## src/logic/port5_media_defines.vh

```
// constants for the port 5 media interface (nibble mii and serial modes)
// assumes inclusion by bare name from the design file; definitions only
`ifndef PORT5_MEDIA_DEFINES_VH
`define PORT5_MEDIA_DEFINES_VH

// ----------------------------------------------------------------------
// clock rates in hz
// ----------------------------------------------------------------------
`define P5_SYS_CLK_HZ      10000000
`define P5_MII100_CLK_HZ   25000000
`define P5_MII10_CLK_HZ    2500000
`define P5_SNI_CLK_HZ      10000000

// half period of a generated interface clock in system cycles,
// rounded down and never below one cycle
`define P5_HALF_CNT(r) \
  (((`P5_SYS_CLK_HZ / (2 * (r))) < 1) ? 1 : (`P5_SYS_CLK_HZ / (2 * (r))))

// ----------------------------------------------------------------------
// framing figures
// ----------------------------------------------------------------------
`define P5_IPG_BITS        96
`define P5_NIBBLE_BITS     4
`define P5_IPG_NIB_CLKS    (`P5_IPG_BITS / `P5_NIBBLE_BITS)
`define P5_IPG_SNI_CLKS    (`P5_IPG_BITS)

// ----------------------------------------------------------------------
// reset values
// ----------------------------------------------------------------------
`define P5_NIBBLE_RST      4'h0
`define P5_STATE_RST       3'h1

`endif

```

## src/logic/port5_media_interface.v

```verilog
// port 5 media interface: nibble mii in phy or mac role, or serial
// network interface; switch core side is a nibble stream.
// assumes mode straps and link pins come from outside the clk_i domain;
// core side signals are synchronous to clk_i.
`timescale 1ns/1ps
`include "port5_media_defines.vh"

// Overview of operation
// In phy mode the tx valid, tx error and tx nibble pins are inputs and both clocks, collision, carrier, rx valid and rx nibble are driven.
// In mac mode the rx valid and rx nibble outputs feed the partner transmit side and the tx pins take the partner receive side.
// In mac mode the partner supplies both clocks, collision and carrier, the rx clock pin carrying its transmit clock and the tx clock pin its receive clock.
// The interface clock runs at 25 MHz for 100 Mb/s links and at 2.5 MHz for 10 Mb/s links; with the 10 MHz system clock the code gives 5 MHz at 100 Mb/s.
// Nibble modes move four unencoded bits per clock, a quarter of the bit rate.
// No receive error is driven in phy mode and the tx error pin is ignored in mac mode.
// A partner mac with a receive error input ties it low.
// A partner phy with a transmit error input ties it low.
// In half duplex a collision is signalled to the mac side when it occurs during transmission.
// Serial mode uses tx valid, tx nibble bit 0 and tx clock for transmit, and collision, carrier on rx valid, rx nibble bit 0 and rx clock for receive.
// Serial mode moves one unencoded bit per clock at the bit rate; the code gives a 5 MHz serial clock, half of P5_SNI_CLK_HZ.
// Serial mode flags valid data with the enables and reports collisions on the collision pin.
// At least 96 bit times pass between the starts of consecutive transmitted frames.
// Pins change relative to the clock of their direction so the receiver samples on that clock.
module port5_media_interface (
  // clock and reset
  input  wire       clk_i,
  input  wire       rst_n_i,
  // mode straps
  input  wire       mode_mac_i,
  input  wire       mode_sni_i,
  input  wire       speed_100_i,
  // link pins, partner to device
  input  wire       port5_tx_valid_pin_i,
  input  wire       port5_tx_error_pin_i,
  input  wire [3:0] port5_tx_nibble_i,
  // link pins, device to partner
  output reg        port5_rx_valid_pin_o,
  output reg  [3:0] port5_rx_nibble_o,
  // two-way clock pins
  input  wire       port5_tx_clock_pin_i,
  output reg        port5_tx_clock_pin_o,
  output reg        port5_tx_clock_pin_oe_o,
  input  wire       port5_rx_clock_pin_i,
  output reg        port5_rx_clock_pin_o,
  output reg        port5_rx_clock_pin_oe_o,
  // two-way collision and carrier pins
  input  wire       port5_collision_pin_i,
  output reg        port5_collision_pin_o,
  output reg        port5_collision_pin_oe_o,
  input  wire       port5_carrier_pin_i,
  output reg        port5_carrier_pin_o,
  output reg        port5_carrier_pin_oe_o,
  // core stream toward the partner
  input  wire [3:0] core_tx_data_i,
  input  wire       core_tx_valid_i,
  output reg        core_tx_ready_o,
  // core stream from the partner
  output reg  [3:0] core_rx_data_o,
  output reg        core_rx_valid_o,
  output reg        core_rx_error_o,
  output reg        core_rx_frame_o,
  // collision and carrier, core side
  input  wire       core_col_i,
  input  wire       core_crs_i,
  output reg        core_col_o,
  output reg        core_crs_o
);

  // ----------------------------------------------------------------------
  // constants
  // ----------------------------------------------------------------------
  localparam integer HALF_100_N = `P5_HALF_CNT(`P5_MII100_CLK_HZ);
  localparam integer HALF_10_N  = `P5_HALF_CNT(`P5_MII10_CLK_HZ);
  localparam integer HALF_SNI_N = `P5_HALF_CNT(`P5_SNI_CLK_HZ);
  localparam integer GAP_NIB_N  = `P5_IPG_NIB_CLKS;
  localparam integer GAP_SNI_N  = `P5_IPG_SNI_CLKS;
  localparam [7:0]   HALF_100   = HALF_100_N[7:0];
  localparam [7:0]   HALF_10    = HALF_10_N[7:0];
  localparam [7:0]   HALF_SNI   = HALF_SNI_N[7:0];
  localparam [7:0]   GAP_NIB    = GAP_NIB_N[7:0];
  localparam [7:0]   GAP_SNI    = GAP_SNI_N[7:0];
  localparam [2:0] ST_IDLE  = 3'h1;
  localparam [2:0] ST_SEND  = 3'h2;
  localparam [2:0] ST_GAP   = 3'h4;

  // half period for the current mode and speed
  function [7:0] half_cnt;
    input serial_network_interface;
    input fast;
    begin
      if (serial_network_interface)
        half_cnt = HALF_SNI;
      else if (fast)
        half_cnt = HALF_100;
      else
        half_cnt = HALF_10;
    end
  endfunction

  // ----------------------------------------------------------------------
  // input synchronisers
  // ----------------------------------------------------------------------
  reg  [12:0] meta_q;
  reg  [12:0] sync_q;
  reg         tclk_prev_q;
  reg         rclk_prev_q;
  reg  [1:0]  settle_q;
  // straps valid in sync_q; no pin driven before the role is known
  wire        straps_ok = settle_q[1];
  wire        mac_s  = sync_q[12];
  wire        sni_s  = sync_q[11];
  wire        fast_s = sync_q[10];
  wire        txv_s  = sync_q[9];
  wire        txer_s = sync_q[8];
  wire [3:0]  txd_s  = sync_q[7:4];
  wire        tclk_s = sync_q[3];
  wire        rclk_s = sync_q[2];
  wire        col_s  = sync_q[1];
  wire        crs_s  = sync_q[0];

  // two flops on every pin input
  always @(posedge clk_i) begin
    if (!rst_n_i) begin
      meta_q      <= 13'h0000;
      sync_q      <= 13'h0000;
      tclk_prev_q <= 1'b0;
      rclk_prev_q <= 1'b0;
      settle_q    <= 2'h0;
    end else begin
      settle_q    <= {settle_q[0], 1'b1};
      meta_q      <= {mode_mac_i, mode_sni_i, speed_100_i,
                      port5_tx_valid_pin_i, port5_tx_error_pin_i,
                      port5_tx_nibble_i, port5_tx_clock_pin_i,
                      port5_rx_clock_pin_i, port5_collision_pin_i,
                      port5_carrier_pin_i};
      sync_q      <= meta_q;
      tclk_prev_q <= tclk_s;
      rclk_prev_q <= rclk_s;
    end
  end

  // ----------------------------------------------------------------------
  // interface clock generation, phy and serial roles
  // ----------------------------------------------------------------------
  reg  [7:0] div_q;
  reg        gen_q;
  wire       div_end = (div_q + 8'h01) >= half_cnt(sni_s, fast_s);
  wire       gen_rise = div_end & ~gen_q;
  wire       gen_fall = div_end & gen_q;

  // divider toggles the clock every half period
  always @(posedge clk_i) begin
    if (!rst_n_i) begin
      div_q <= 8'h00;
      gen_q <= 1'b0;
    end else if (div_end) begin
      div_q <= 8'h00;
      gen_q <= ~gen_q;
    end else begin
      div_q <= div_q + 8'h01;
    end
  end

  // sample and drive strobes per role
  wire sample_edge = mac_s ? (tclk_prev_q & ~tclk_s) : gen_rise;
  wire drive_edge  = mac_s ? (rclk_s & ~rclk_prev_q) : gen_fall;

  // ----------------------------------------------------------------------
  // outbound path: core stream to rx pins
  // ----------------------------------------------------------------------
  reg  [2:0] state_q, state_d;
  reg  [3:0] hold_q;
  reg        hold_full_q, hold_full_d;
  reg  [3:0] shift_q, shift_d;
  reg  [1:0] bitcnt_q, bitcnt_d;
  reg  [7:0] gap_q, gap_d;
  reg  [3:0] nib_q, nib_d;
  reg        val_q, val_d;
  wire       accept = core_tx_valid_i & core_tx_ready_o & ~hold_full_q;
  wire       need_new = ~sni_s | (bitcnt_q == 2'h3);

  // framing state machine, advanced on the drive strobe
  always @* begin
    state_d     = state_q;
    shift_d     = shift_q;
    bitcnt_d    = bitcnt_q;
    gap_d       = gap_q;
    nib_d       = nib_q;
    val_d       = val_q;
    hold_full_d = hold_full_q | accept;
    if (drive_edge) begin
      case (state_q)
        ST_IDLE: begin
          if (hold_full_q) begin
            shift_d     = hold_q;
            bitcnt_d    = 2'h0;
            hold_full_d = 1'b0;
            val_d       = 1'b1;
            nib_d       = sni_s ? {3'h0, hold_q[0]} : hold_q;
            state_d     = ST_SEND;
          end
        end
        ST_SEND: begin
          if (need_new && hold_full_q) begin
            shift_d     = hold_q;
            bitcnt_d    = 2'h0;
            hold_full_d = 1'b0;
            nib_d       = sni_s ? {3'h0, hold_q[0]} : hold_q;
          end else if (need_new) begin
            val_d    = 1'b0;
            nib_d    = `P5_NIBBLE_RST;
            gap_d    = (sni_s ? GAP_SNI : GAP_NIB) - 8'h01;
            state_d  = ST_GAP;
          end else begin
            shift_d  = {1'b0, shift_q[3:1]};
            bitcnt_d = bitcnt_q + 2'h1;
            nib_d    = {3'h0, shift_q[1]};
          end
        end
        ST_GAP: begin
          if (gap_q == 8'h00)
            state_d = ST_IDLE;
          else
            gap_d = gap_q - 8'h01;
        end
        default: begin
          state_d = ST_IDLE;
          val_d   = 1'b0;
        end
      endcase
    end
  end

  // outbound registers
  always @(posedge clk_i) begin
    if (!rst_n_i) begin
      state_q         <= `P5_STATE_RST;
      hold_q          <= `P5_NIBBLE_RST;
      hold_full_q     <= 1'b0;
      shift_q         <= `P5_NIBBLE_RST;
      bitcnt_q        <= 2'h0;
      gap_q           <= 8'h00;
      nib_q           <= `P5_NIBBLE_RST;
      val_q           <= 1'b0;
      core_tx_ready_o <= 1'b0;
    end else begin
      state_q         <= state_d;
      if (accept)
        hold_q <= core_tx_data_i;
      hold_full_q     <= hold_full_d;
      shift_q         <= shift_d;
      bitcnt_q        <= bitcnt_d;
      gap_q           <= gap_d;
      nib_q           <= nib_d;
      val_q           <= val_d;
      core_tx_ready_o <= ~hold_full_d;
    end
  end

  // ----------------------------------------------------------------------
  // inbound path: tx pins to core stream
  // ----------------------------------------------------------------------
  reg [3:0] in_sh_q;
  reg [1:0] in_cnt_q;

  // capture nibbles or serial bits on the sample strobe
  always @(posedge clk_i) begin
    if (!rst_n_i) begin
      in_sh_q         <= `P5_NIBBLE_RST;
      in_cnt_q        <= 2'h0;
      core_rx_data_o  <= `P5_NIBBLE_RST;
      core_rx_valid_o <= 1'b0;
      core_rx_error_o <= 1'b0;
      core_rx_frame_o <= 1'b0;
    end else begin
      core_rx_valid_o <= 1'b0;
      core_rx_error_o <= 1'b0;
      if (sample_edge) begin
        core_rx_frame_o <= txv_s;
        if (!txv_s) begin
          in_cnt_q <= 2'h0;
        end else if (sni_s) begin
          in_sh_q  <= {txd_s[0], in_sh_q[3:1]};
          in_cnt_q <= in_cnt_q + 2'h1;
          if (in_cnt_q == 2'h3) begin
            core_rx_data_o  <= {txd_s[0], in_sh_q[3:1]};
            core_rx_valid_o <= 1'b1;
          end
        end else begin
          core_rx_data_o  <= txd_s;
          core_rx_valid_o <= 1'b1;
          core_rx_error_o <= txer_s & ~mac_s;
        end
      end
    end
  end

  // ----------------------------------------------------------------------
  // pin drivers, collision and carrier
  // ----------------------------------------------------------------------
  // clocks and collision are driven in phy and serial roles only, carrier in phy role only
  always @(posedge clk_i) begin
    if (!rst_n_i) begin
      port5_rx_valid_pin_o     <= 1'b0;
      port5_rx_nibble_o        <= `P5_NIBBLE_RST;
      port5_tx_clock_pin_o     <= 1'b0;
      port5_tx_clock_pin_oe_o  <= 1'b0;
      port5_rx_clock_pin_o     <= 1'b0;
      port5_rx_clock_pin_oe_o  <= 1'b0;
      port5_collision_pin_o    <= 1'b0;
      port5_collision_pin_oe_o <= 1'b0;
      port5_carrier_pin_o      <= 1'b0;
      port5_carrier_pin_oe_o   <= 1'b0;
      core_col_o               <= 1'b0;
      core_crs_o               <= 1'b0;
    end else begin
      port5_rx_valid_pin_o     <= val_d | (sni_s & core_crs_i);
      port5_rx_nibble_o        <= nib_d;
      port5_tx_clock_pin_o     <= div_end ? ~gen_q : gen_q;
      port5_rx_clock_pin_o     <= div_end ? ~gen_q : gen_q;
      port5_tx_clock_pin_oe_o  <= ~mac_s & straps_ok;
      port5_rx_clock_pin_oe_o  <= ~mac_s & straps_ok;
      port5_collision_pin_o    <= core_col_i & ~mac_s;
      port5_collision_pin_oe_o <= ~mac_s & straps_ok;
      port5_carrier_pin_o      <= core_crs_i & ~mac_s & ~sni_s;
      port5_carrier_pin_oe_o   <= ~mac_s & ~sni_s & straps_ok;
      core_col_o               <= mac_s & col_s;
      core_crs_o               <= mac_s & crs_s;
    end
  end

endmodule

```

## config.mk

```make
export PLATFORM = sky130hd
export DESIGN_NAME = port5_media_interface
export DESIGN_NICKNAME = d
export VERILOG_FILES = /design/src/logic/port5_media_interface.v
export VERILOG_INCLUDE_DIRS = /design/src /design/src/logic
export SDC_FILE = /design/constraint.sdc
export NUM_CORES = 1
export LEC_CHECK = 0
export BUFFER_PORTS_ARGS = -buffer_cell sky130_fd_sc_hd__buf_2
export CAP_MARGIN = 20
export CORE_ASPECT_RATIO = 0.8
export CORE_MARGIN = 2
export CORE_UTILIZATION = 57
export DETAILED_ROUTE_END_ITERATION = 12
export PLACE_DENSITY = 0.79
export SKIP_CTS_REPAIR_TIMING = 1
export SLEW_MARGIN = 30
export SYNTH_ARGS = -nofsm -noshare
export SYNTH_HDL_FRONTEND = slang
export SYNTH_SLANG_ARGS = --single-unit
```

## constraint.sdc

```tcl
create_clock -name clk_i -period 3.2 [get_ports clk_i]
set_input_delay 0.64 -clock clk_i [delete_from_list [all_inputs] [get_ports clk_i]]
set_output_delay 0.64 -clock clk_i [all_outputs]
set_load 0.1 [all_outputs]
```

==> metrics.txt, run 1 <==
status finished clean; clk buf depth 2; Required @ worst endpoint 3420 ps; Worst Setup Start Kind register; Syn. warnings 0; antenna diode count 0; final count of hold timing violations 0; final wirelength 6615 um; post-route ant nets 0; layout cells sized above 1 0.1942; headroom to the max-slew limit 0.5674; Power Density roughly 540 nW/um^2; port bufs 44; worst slew pin tran 642.0 ps; f_max 366.3 MHz; Initial Util 0.5822; clk_lat worst skew 350 ps; sequential power share 0.534; # setup viols final 0; post-synthesis sequential area ratio 0.4996; routability cong. 0.8755; share of the synthesized area in the top cell type 0.4996; critical path fanouts, max 7; DRT iter0 DRCs 255; Yosys reg bits 85; Final nets 436; Initial DRT Pass Iterations 5; TritonCTS clock tree yes; number of synthesized flops with an enable pin 0; Net Sw Power 0.5723 mW; Die Wd 90.42 um; Hold Path Class reg -> reg; pin count of the biggest net entering global routing 56; CP top delay family compound AO/OA/AOI/OAI gates; Final Max Slew Viols 0; Leakage 1.670 nW; Tcrit/Tclk final 0.8531; detailed-placement wirelength estimate 4545 um; DRC violations left 0; multi-input logic area 1627 sq um; crit end category register; Worst Skew 10.94 ps; min Tclk post-route about 2700 ps; synth top area cells dfxtp_1, and2_1, mux2i_1, nor2_1, nand2_1; vias in the first global route 2482; cell taking the most area after synthesis dfxtp_1; Power Total 2.105 mW; Internal Pwr Total roughly 1.5 mW; Most used DFF post-synth dfxtp_1; first-pass GRT wire length ~11000 um; Root Buffer clkbuf_8; synthesized instance count 362; TritonCTS Buffers 9; CTS Sinks 85; initial antenna violation count 0; Avg Cell Area, Syn around 9.4 sq um; Core ar. 5849 sq um; library cells used by synthesis 58; Avg WL per Cell roughly 13 um; gr usage total 0.2174; Sw Ratio 0.2719; Via density between 5 and 6; CP Buf/Inv Count 0; H-tree depth 3; I/O pin count 45; FF+latch area 1702 sq um; Max stage delay cell, worst path a211oi_2; post-route setup TNS 0 ps; post-synthesis async set-or-reset flop share 0; cells along the critical path or2_2, ha_1, nand2b_1, a211oi_1, nand4_1, a211oi_2, mux2i_1, nor2_1; Layout fillers 492; GRT overflow 0; RSZ-0062 raised after global routing no; Clk pwr share 0.353; die footprint 6613 sq um; CP Class reg -> reg; number of core rows 25; Post-Syn Area ~3400 sq um; IR drop worst, VDD roughly 400 uV; Area Overhead vs Synth 14.18%; Critical Path AT 2950 ps; Die Height roughly 73 um; max capacitance violation total 0; Logic pwr share 0.114; via count between 2000 and 3000; Worst-path clk slew 80 ps; crit-path max cell delay 520 ps
## path summary, 6_finish.rpt
kind	cells after the start	startpoint	slack, ps	end
setup / recovery	8	sync_q[11]	470	in_sh_q[1]
hold / removal	2	gap_q[7]	430	gap_q[7]
setup reg to reg	8	sync_q[11]	470	in_sh_q[1]
hold reg to reg	2	gap_q[7]	430	gap_q[7]
## tightest hold or removal path, stage by stage, from the launching register on
cell     delay [ps]
dfxtp_1         310
nand2_1          50
nor2_1           40
## logic make-up (layout without fill, tap and decap cells)
logic type | count (synthesis) | after routing | share of synthesized area
AO/OA/AOI/OAI | 63 | 63 | 0.1249
XOR/XNOR | 3 | 3 | 0.007716
adder cells (fa/ha/maj) | 6 | 6 | 0.02204
buffers and inverters | 22 | 67 | 0.02828
flip-flops | 85 | 85 | 0.4996
multiplexers | 23 | 23 | 0.06943
other | 1 | 6 | 0.001101
AND/OR/NAND/NOR | 159 | 159 | 0.2469
## per-layer routing
metal	share of wire	vias to the layer above	track usage
li1	-	1366	-
met1	0.47	1215	0.2848
met2	0.44	106	0.3409
met3	0.079	7	0.07748
met4	0.011	0	0.07009
met5	0	-	0
## stage by stage
stage | cell area, sq um | utilization | setup WS [ps] | instances | hold WS [ps]
floorplan | 3425 | - | 485.2 | 367 | 409.9
global placement | 3691 | 0.6310 | 619.2 | 478 | 413.7
detailed placement | 3691 | 0.6310 | 571.2 | 478 | 419.9
CTS | 3889 | 0.6648 | 502.2 | 493 | 433.8
global route | 3889 | 0.6648 | 274.1 | 493 | 444.8
finish | 3889 | 0.6648 | 470.1 | 493 | 430.6
## cell usage in the layout (no fill, tap or decap), types with 2 or more instances in the layout
master,n
inv_2,2
a31oi_1,2
xor2_1,2
nor3b_1,3
a311oi_1,3
clkbuf_8,9
nor4_1,4
o31ai_1,2
a211oi_1,2
or3_1,3
nand2_1,31
nand3b_1,4
clkinv_4,2
or4_1,3
a21oi_1,21
dfxtp_1,85
inv_1,3
o21ai_0,13
and2_1,29
a211o_1,2
mux2i_1,18
and3_1,8
or2_2,4
nand2b_1,6
buf_2,44
buf_4,3
mux2_2,5
nor3_1,5
ha_1,6
nand3_1,11
nand4_1,5
clkinvlp_4,2
conb_1,6
nor2b_1,2
nor2_1,35
## final cells by class
type	count	share of cell area
inverter	5	0.004826
clock buffer	9	0.03185
multi-input combinational	260	0.4183
timing repair buffer	47	0.06242
sequential	85	0.4376
tap	81	0.02606
clock inverter	6	0.01898
## synth_stat cells (2+ instances only)
cell / instances
a211o_1: 2
a211oi_1: 2
a21oi_1: 21
a311oi_1: 3
a31oi_1: 2
and2_1: 29
and3_1: 8
buf_2: 2
buf_4: 3
clkbuf_1: 12
dfxtp_1: 85
ha_1: 6
inv_1: 4
mux2_2: 5
mux2i_1: 18
nand2_1: 31
nand2b_1: 6
nand3_1: 11
nand3b_1: 4
nand4_1: 5
nor2_1: 35
nor2b_1: 2
nor3_1: 5
nor3b_1: 3
nor4_1: 4
o21ai_0: 13
o31ai_1: 2
or2_2: 4
or3_1: 3
or4_1: 3
xor2_1: 2
## sequential cells by signal, indices dropped and copies added (netlist names), 3 cells and up
name,flops
gap_q,8
port5_rx_nibble_o,4
shift_q,3
in_sh_q,3
sync_q,13
meta_q,13
core_rx_data_o,4
state_q,3
hold_q,4
div_q,8
## power groups by stage
stage,logic [mW],clock network (mW),registers [mW]
global placement,0.233,0,1.15
finish,0.239,0.743,1.12
global route,0.261,0.799,1.13
CTS,0.238,0.765,1.12
detailed placement,0.237,0,1.15
floorplan,0.136,0,1.20
No activity file was read; power rests on OpenSTA's default activity.
==> run 2, diff against run 1 <==
Settings changed: BUFFER_PORTS_ARGS -buffer_cell sky130_fd_sc_hd__buf_2 to -buffer_cell sky130_fd_sc_hd__buf_4, CORE_UTILIZATION 57 to 59, CTS_BUF_LIST from default to sky130_fd_sc_hd__clkbuf_8, PLACE_DENSITY 0.79 to 0.78.
==> run 2 against run 1 <==
  * First-iteration DRC count is 11% lower
  * Fmax down 1.0%
  * Total power grew 1.0%
  * Critical endpoint is now shift_q[1]
  * Register-to-register slack got worse by 30 ps
==> metrics.txt, run 2 (synthesized netlist as in run 1, its figures left out) <==
RSZ-0062 raised after global routing no; final count of hold timing violations 0; via count 2669; Leakage 1.684 nW; I/O pin count 45; Worst-path clk slew 90 ps; Die Wd slightly below 90 um; initial antenna violation count 0; DRT iter0 DRCs 227; Area Overhead vs Synth 17.19%; f_max roughly 360 MHz; Initial DRT Pass Iterations 4; commonest non-fill, non-tap cell in the layout dfxtp_1; CTS Sinks 85; Root Buffer clkbuf_8; first-pass GRT wire length approximately 11000 um; Via density 5.447; gr usage total 0.2318; H-tree depth 3; max capacitance violation total 0; cell area after layout 3991 sq um; die footprint roughly 6400 sq um; Placed Cells 475; post-route setup TNS 0 ps; Final nets 436; layout cells sized above 1 0.1942; TritonCTS Buffers 9; Power Density 532.7 nW/um^2; number of core rows 24; # setup viols final 0; Hold Path Class reg -> reg; Worst Setup Start Kind register; pin count of the biggest net entering global routing 56; Place WS 488.6 ps; critical path fanouts, max 7; antenna diode count 0; Final WS setup 442.6 ps; dpl cell area 3797 sq um; vias in the first global route between 2000 and 2500; Final Max Slew Viols 0; CP Class reg -> reg; leading cell types in the layout, fill and taps excluded dfxtp_1, buf_4, nor2_1; Power Total 2.126 mW; DRC violations left 0; Core ar. 5525 sq um; post-route ant nets 0; TritonCTS clock tree yes; clk_lat worst skew 360 ps; headroom to the max-slew limit 0.5303; Non-Filler Instances 490; Regs by FF count meta_q (13), sync_q (13); routability cong. 0.8233; port bufs 44; final core utilization 0.7224; Initial Util 0.6164; IR drop worst, VDD 299.5 uV; Critical Path AT between 3000 and 4000 ps; final wirelength 6833 um; Avg WL per Cell 13.94 um; status finished clean; Tcrit/Tclk final 0.8617; min Tclk post-route around 2800 ps; Die Height 71.96 um; Worst Skew 17.46 ps; detailed-placement wirelength estimate around 4600 um; crit end category register; Required @ worst endpoint ~3500 ps; GRT overflow 0; worst slew pin tran between 600 and 700 ps; hold_ws about 440 ps; clk buf depth 2
==> run 2: changes by cell type in the layout (fill, tap and decap cells not counted) <==
cell,change
clkinvlp_4,+1
clkinv_4,-2
inv_6,+2
buf_2,-44
inv_8,-1
buf_4,+44
==> run 2: power breakdown <==
| part | leakage, nW | total, mW | internal, mW | switching [mW] |
|---|---|---|---|---|
| clock | 0.0883 | 0.748 | 0.361 | 0.387 |
| sequential | 0.696 | 1.12 | 1.10 | 0.0279 |
| combinational | 0.899 | 0.253 | 0.0857 | 0.168 |
==> run 2: worst paths after layout <==
check	from	endpoint	slack (ps)	cells past startpoint
min reg2reg	settle_q[0]	settle_q[1]	440	1
max	sync_q[11]	shift_q[1]	440	8
max reg2reg	sync_q[11]	shift_q[1]	440	8
min	settle_q[0]	settle_q[1]	440	1
==> run 2: cell type report <==
cell class,count,area (sq um)
inverters,5,18.77
clock buffers,9,123.9
well taps,78,97.59
multi-input cells,260,1627
fillers,463,1534
flip-flops and latches,85,1702
clock inverters,6,70.07
repair buffers,47,352.8
==> run 2: per-layer routing <==
metal	GRT usage	part of all wire	vias to the layer above
met5	0	0	-
met4	0.07794	0.0078	0
met3	0.06143	0.061	5
met2	0.3557	0.44	75
met1	0.3209	0.49	1221
li1	-	-	1368
==> run 2: critical path: stages (launching register included) <==
cell	delay (ps)
dfxtp_1	320
or2_2	310
ha_1	280
nand2b_1	150
a211oi_1	390
nand4_1	360
o211ai_1	410
nor2_1	180
a311oi_1	270
==> run 3, diff against run 2 <==
Settings changed: ABC_AREA from default to 1.
==> run 3 against run 2 <==
  * Clock skew shrank 6.2 ps
  * Final cell count grew 25%
  * Sequential cell count is the same
  * Clock power grew 2%
  * Routed wire length shrank 0.40%
  * Critical path type unchanged
  * Largest cell class unchanged
  * Combinational power grew 15%
  * Area after synthesis grew 4.1%
==> metrics.txt, run 3 <==
f_max 434.7 MHz; Synth Area in Compound Gates 0.07554; Worst Setup SP sync_q[11]; Initial Util 0.6060; leading cell types in the layout, fill and taps excluded nand2_1, dfxtp_1, inv_1; number of core rows 25; final count of hold timing violations 0; final wirelength 6806 um; commonest non-fill, non-tap cell in the layout nand2_1; most frequent cell after synthesis nand2_1; die footprint roughly 6600 sq um; reg-to-reg slack, setup between 800 and 900 ps; Area Overhead vs Synth 16.80%; GR peak layer met2; r2r worst-path depth 13; Die Height around 73 um; Yosys reg bits 85; Most used DFF post-synth dfxtp_1; Adder-Cell Fraction of Synth Area 0.02118; Synth top cells by count nand2_1, dfxtp_1, inv_1; CTS Sinks 85; IR drop worst, VDD ~330 uV; Worst Hold Depth 2; detailed-placement wirelength estimate 4917 um; GRT overflow 0; critical path fanouts, max 14; DRT iter0 DRCs approximately 140; vias in the first global route 2581; H-tree depth 3; clk buf depth 2; crit end category register; simple-gate share of the synthesized area 0.3067; port bufs between 40 and 50; TritonCTS Buffers 9; post-route setup TNS 0 ps; DRC violations left 0; pin count of the biggest net entering global routing 55; Worst Skew 11.29 ps; post-route ant nets 0; status finished clean; Tcrit/Tclk final 0.7189; headroom to the max-slew limit 0.6621; library cells used by synthesis 35; synthesized instance count about 480; antenna diode count 0; post-synthesis async set-or-reset flop share 0; Final Max Slew Viols 0; met1 Usage GRT 0.2906; met2 Track Usage GR 0.3383; gr usage total 0.2142; number of synthesized flops with an enable pin 0; Avg WL per Cell 11.10 um; Avg Cell Area, Syn 7.416 sq um; Die Wd slightly above 90 um; Syn. warnings 0; share of the synthesized area in the top cell type 0.4801; I/O pin count 45; first-pass GRT wire length 11290 um; Required @ worst endpoint 3480 ps; RR Startpoint sync_q[11]; Worst-path clk slew 90 ps; post-synthesis sequential area ratio 0.4801; Hold Crit Start meta_q[7]; # setup viols final 0; Worst Setup Start Kind register; max capacitance violation total 0; Regs by FF count meta_q (13), sync_q (13); Core ar. slightly below 6000 sq um; CP Class reg -> reg; Layout fillers 501; initial antenna violation count 0; cell taking the most area after synthesis dfxtp_1; worst slew pin tran 506.8 ps; TritonCTS clock tree yes; multi-input logic area around 1500 sq um; Synth Area in XOR/XNOR 0.007413; via count 2954; Power Density 526.7 nW/um^2; clk_lat worst skew 350 ps; Post-Syn Area 3545 sq um; FF+latch area 1702 sq um; largest family of logic cells by synthesized area simple AND/OR/NAND/NOR gates; Hold Path Class reg -> reg; Root Buffer clkbuf_8; dpl cell area 3935 sq um; RSZ-0062 raised after global routing no; synth top area cells dfxtp_1, nand2_1, inv_1, nor2_1, a21oi_1; reg2reg end core_rx_data_o[2]; min Tclk post-route 2301 ps; Via density a little under 5; routability cong. 0.8162; cell area after layout 4140 sq um; hold endpoint sync_q[7]; GRT met3 Usage 0.05538; Initial DRT Pass Iterations 6; post-synthesis mux area share 0; layout cells sized above 1 0.1654; Final nets ~560; Leakage 2.104 nW; Critical Path AT 2580 ps
## run 3: cell types whose count changed after synthesis, moves of 8 or more
cell	before	now
and2_1	29	0
and3_1	8	0
inv_1	4	77
mux2i_1	18	0
nand2_1	31	120
nand3_1	11	22
nor2_1	35	63
## run 3: worst max-delay path by stage
stage / slack [ps] / end
after floorplan: 1020 / in_cnt_q[0]
after global placement: 1010 / core_rx_data_o[1]
after detailed placement: 900 / core_rx_data_o[2]
after CTS: 900 / core_rx_data_o[2]
after global routing: 680 / core_rx_data_o[0]
final: 900 / core_rx_data_o[2]
## run 3: cells by family (layout without fill, tap and decap cells)
kind of cell | count (synthesis) | in the layout
flip-flops | 85 | 85
AND/OR/NAND/NOR | 239 | 239
adder cells (fa/ha/maj) | 6 | 6
XOR/XNOR | 3 | 3
buffers and inverters | 93 | 142
other | 1 | 6
AO/OA/AOI/OAI | 51 | 51
## run 3: critical path: stages, from the launching register on
cell and delay, ps:
dfxtp_1 430, or2_2 360, ha_1 270, inv_1 50
nand2_1 40, a21oi_1 120, nand2_1 80, nor2_2 140
nand3_2 140, nand3_2 110, nand2_2 170, nand2_2 150
nand2_1 60, a21oi_1 120
## run 3: routing by layer
layer	up-vias	wire, um
met5	-	0
met4	0	70
met3	8	412
met2	83	2999
met1	1304	3324
li1	1559	-
## run 3: area by class of cell
cell class,count,share of cell area
Inverter,80,0.07434
Clock inverter,7,0.01964
Sequential cell,85,0.4110
Clock buffer,9,0.02992
Tap cell,81,0.02448
Timing Repair Buffer,46,0.08341
Multi-Input combinational cell,305,0.3572
## run 3: power breakdown
group	total [mW]	switching [mW]	internal (mW)
sequential	1.13	0.0257	1.10
clock	0.762	0.392	0.370
combinational	0.292	0.209	0.0828
total	2.18	0.626	1.55
## run 3: stage by stage
stage,power [mW],cells,worst slack [ps],util,hold slack [ps]
final,2.181,613,899.4,0.7078,418.8
after global routing,2.277,613,680.0,0.7078,434.1
after CTS,2.195,613,895.2,0.7078,421.4
after detailed placement,1.442,597,900.7,0.6727,401.7
after global placement,1.436,597,1007,0.6727,393.9
after floorplan,1.375,483,1022,-,390.5
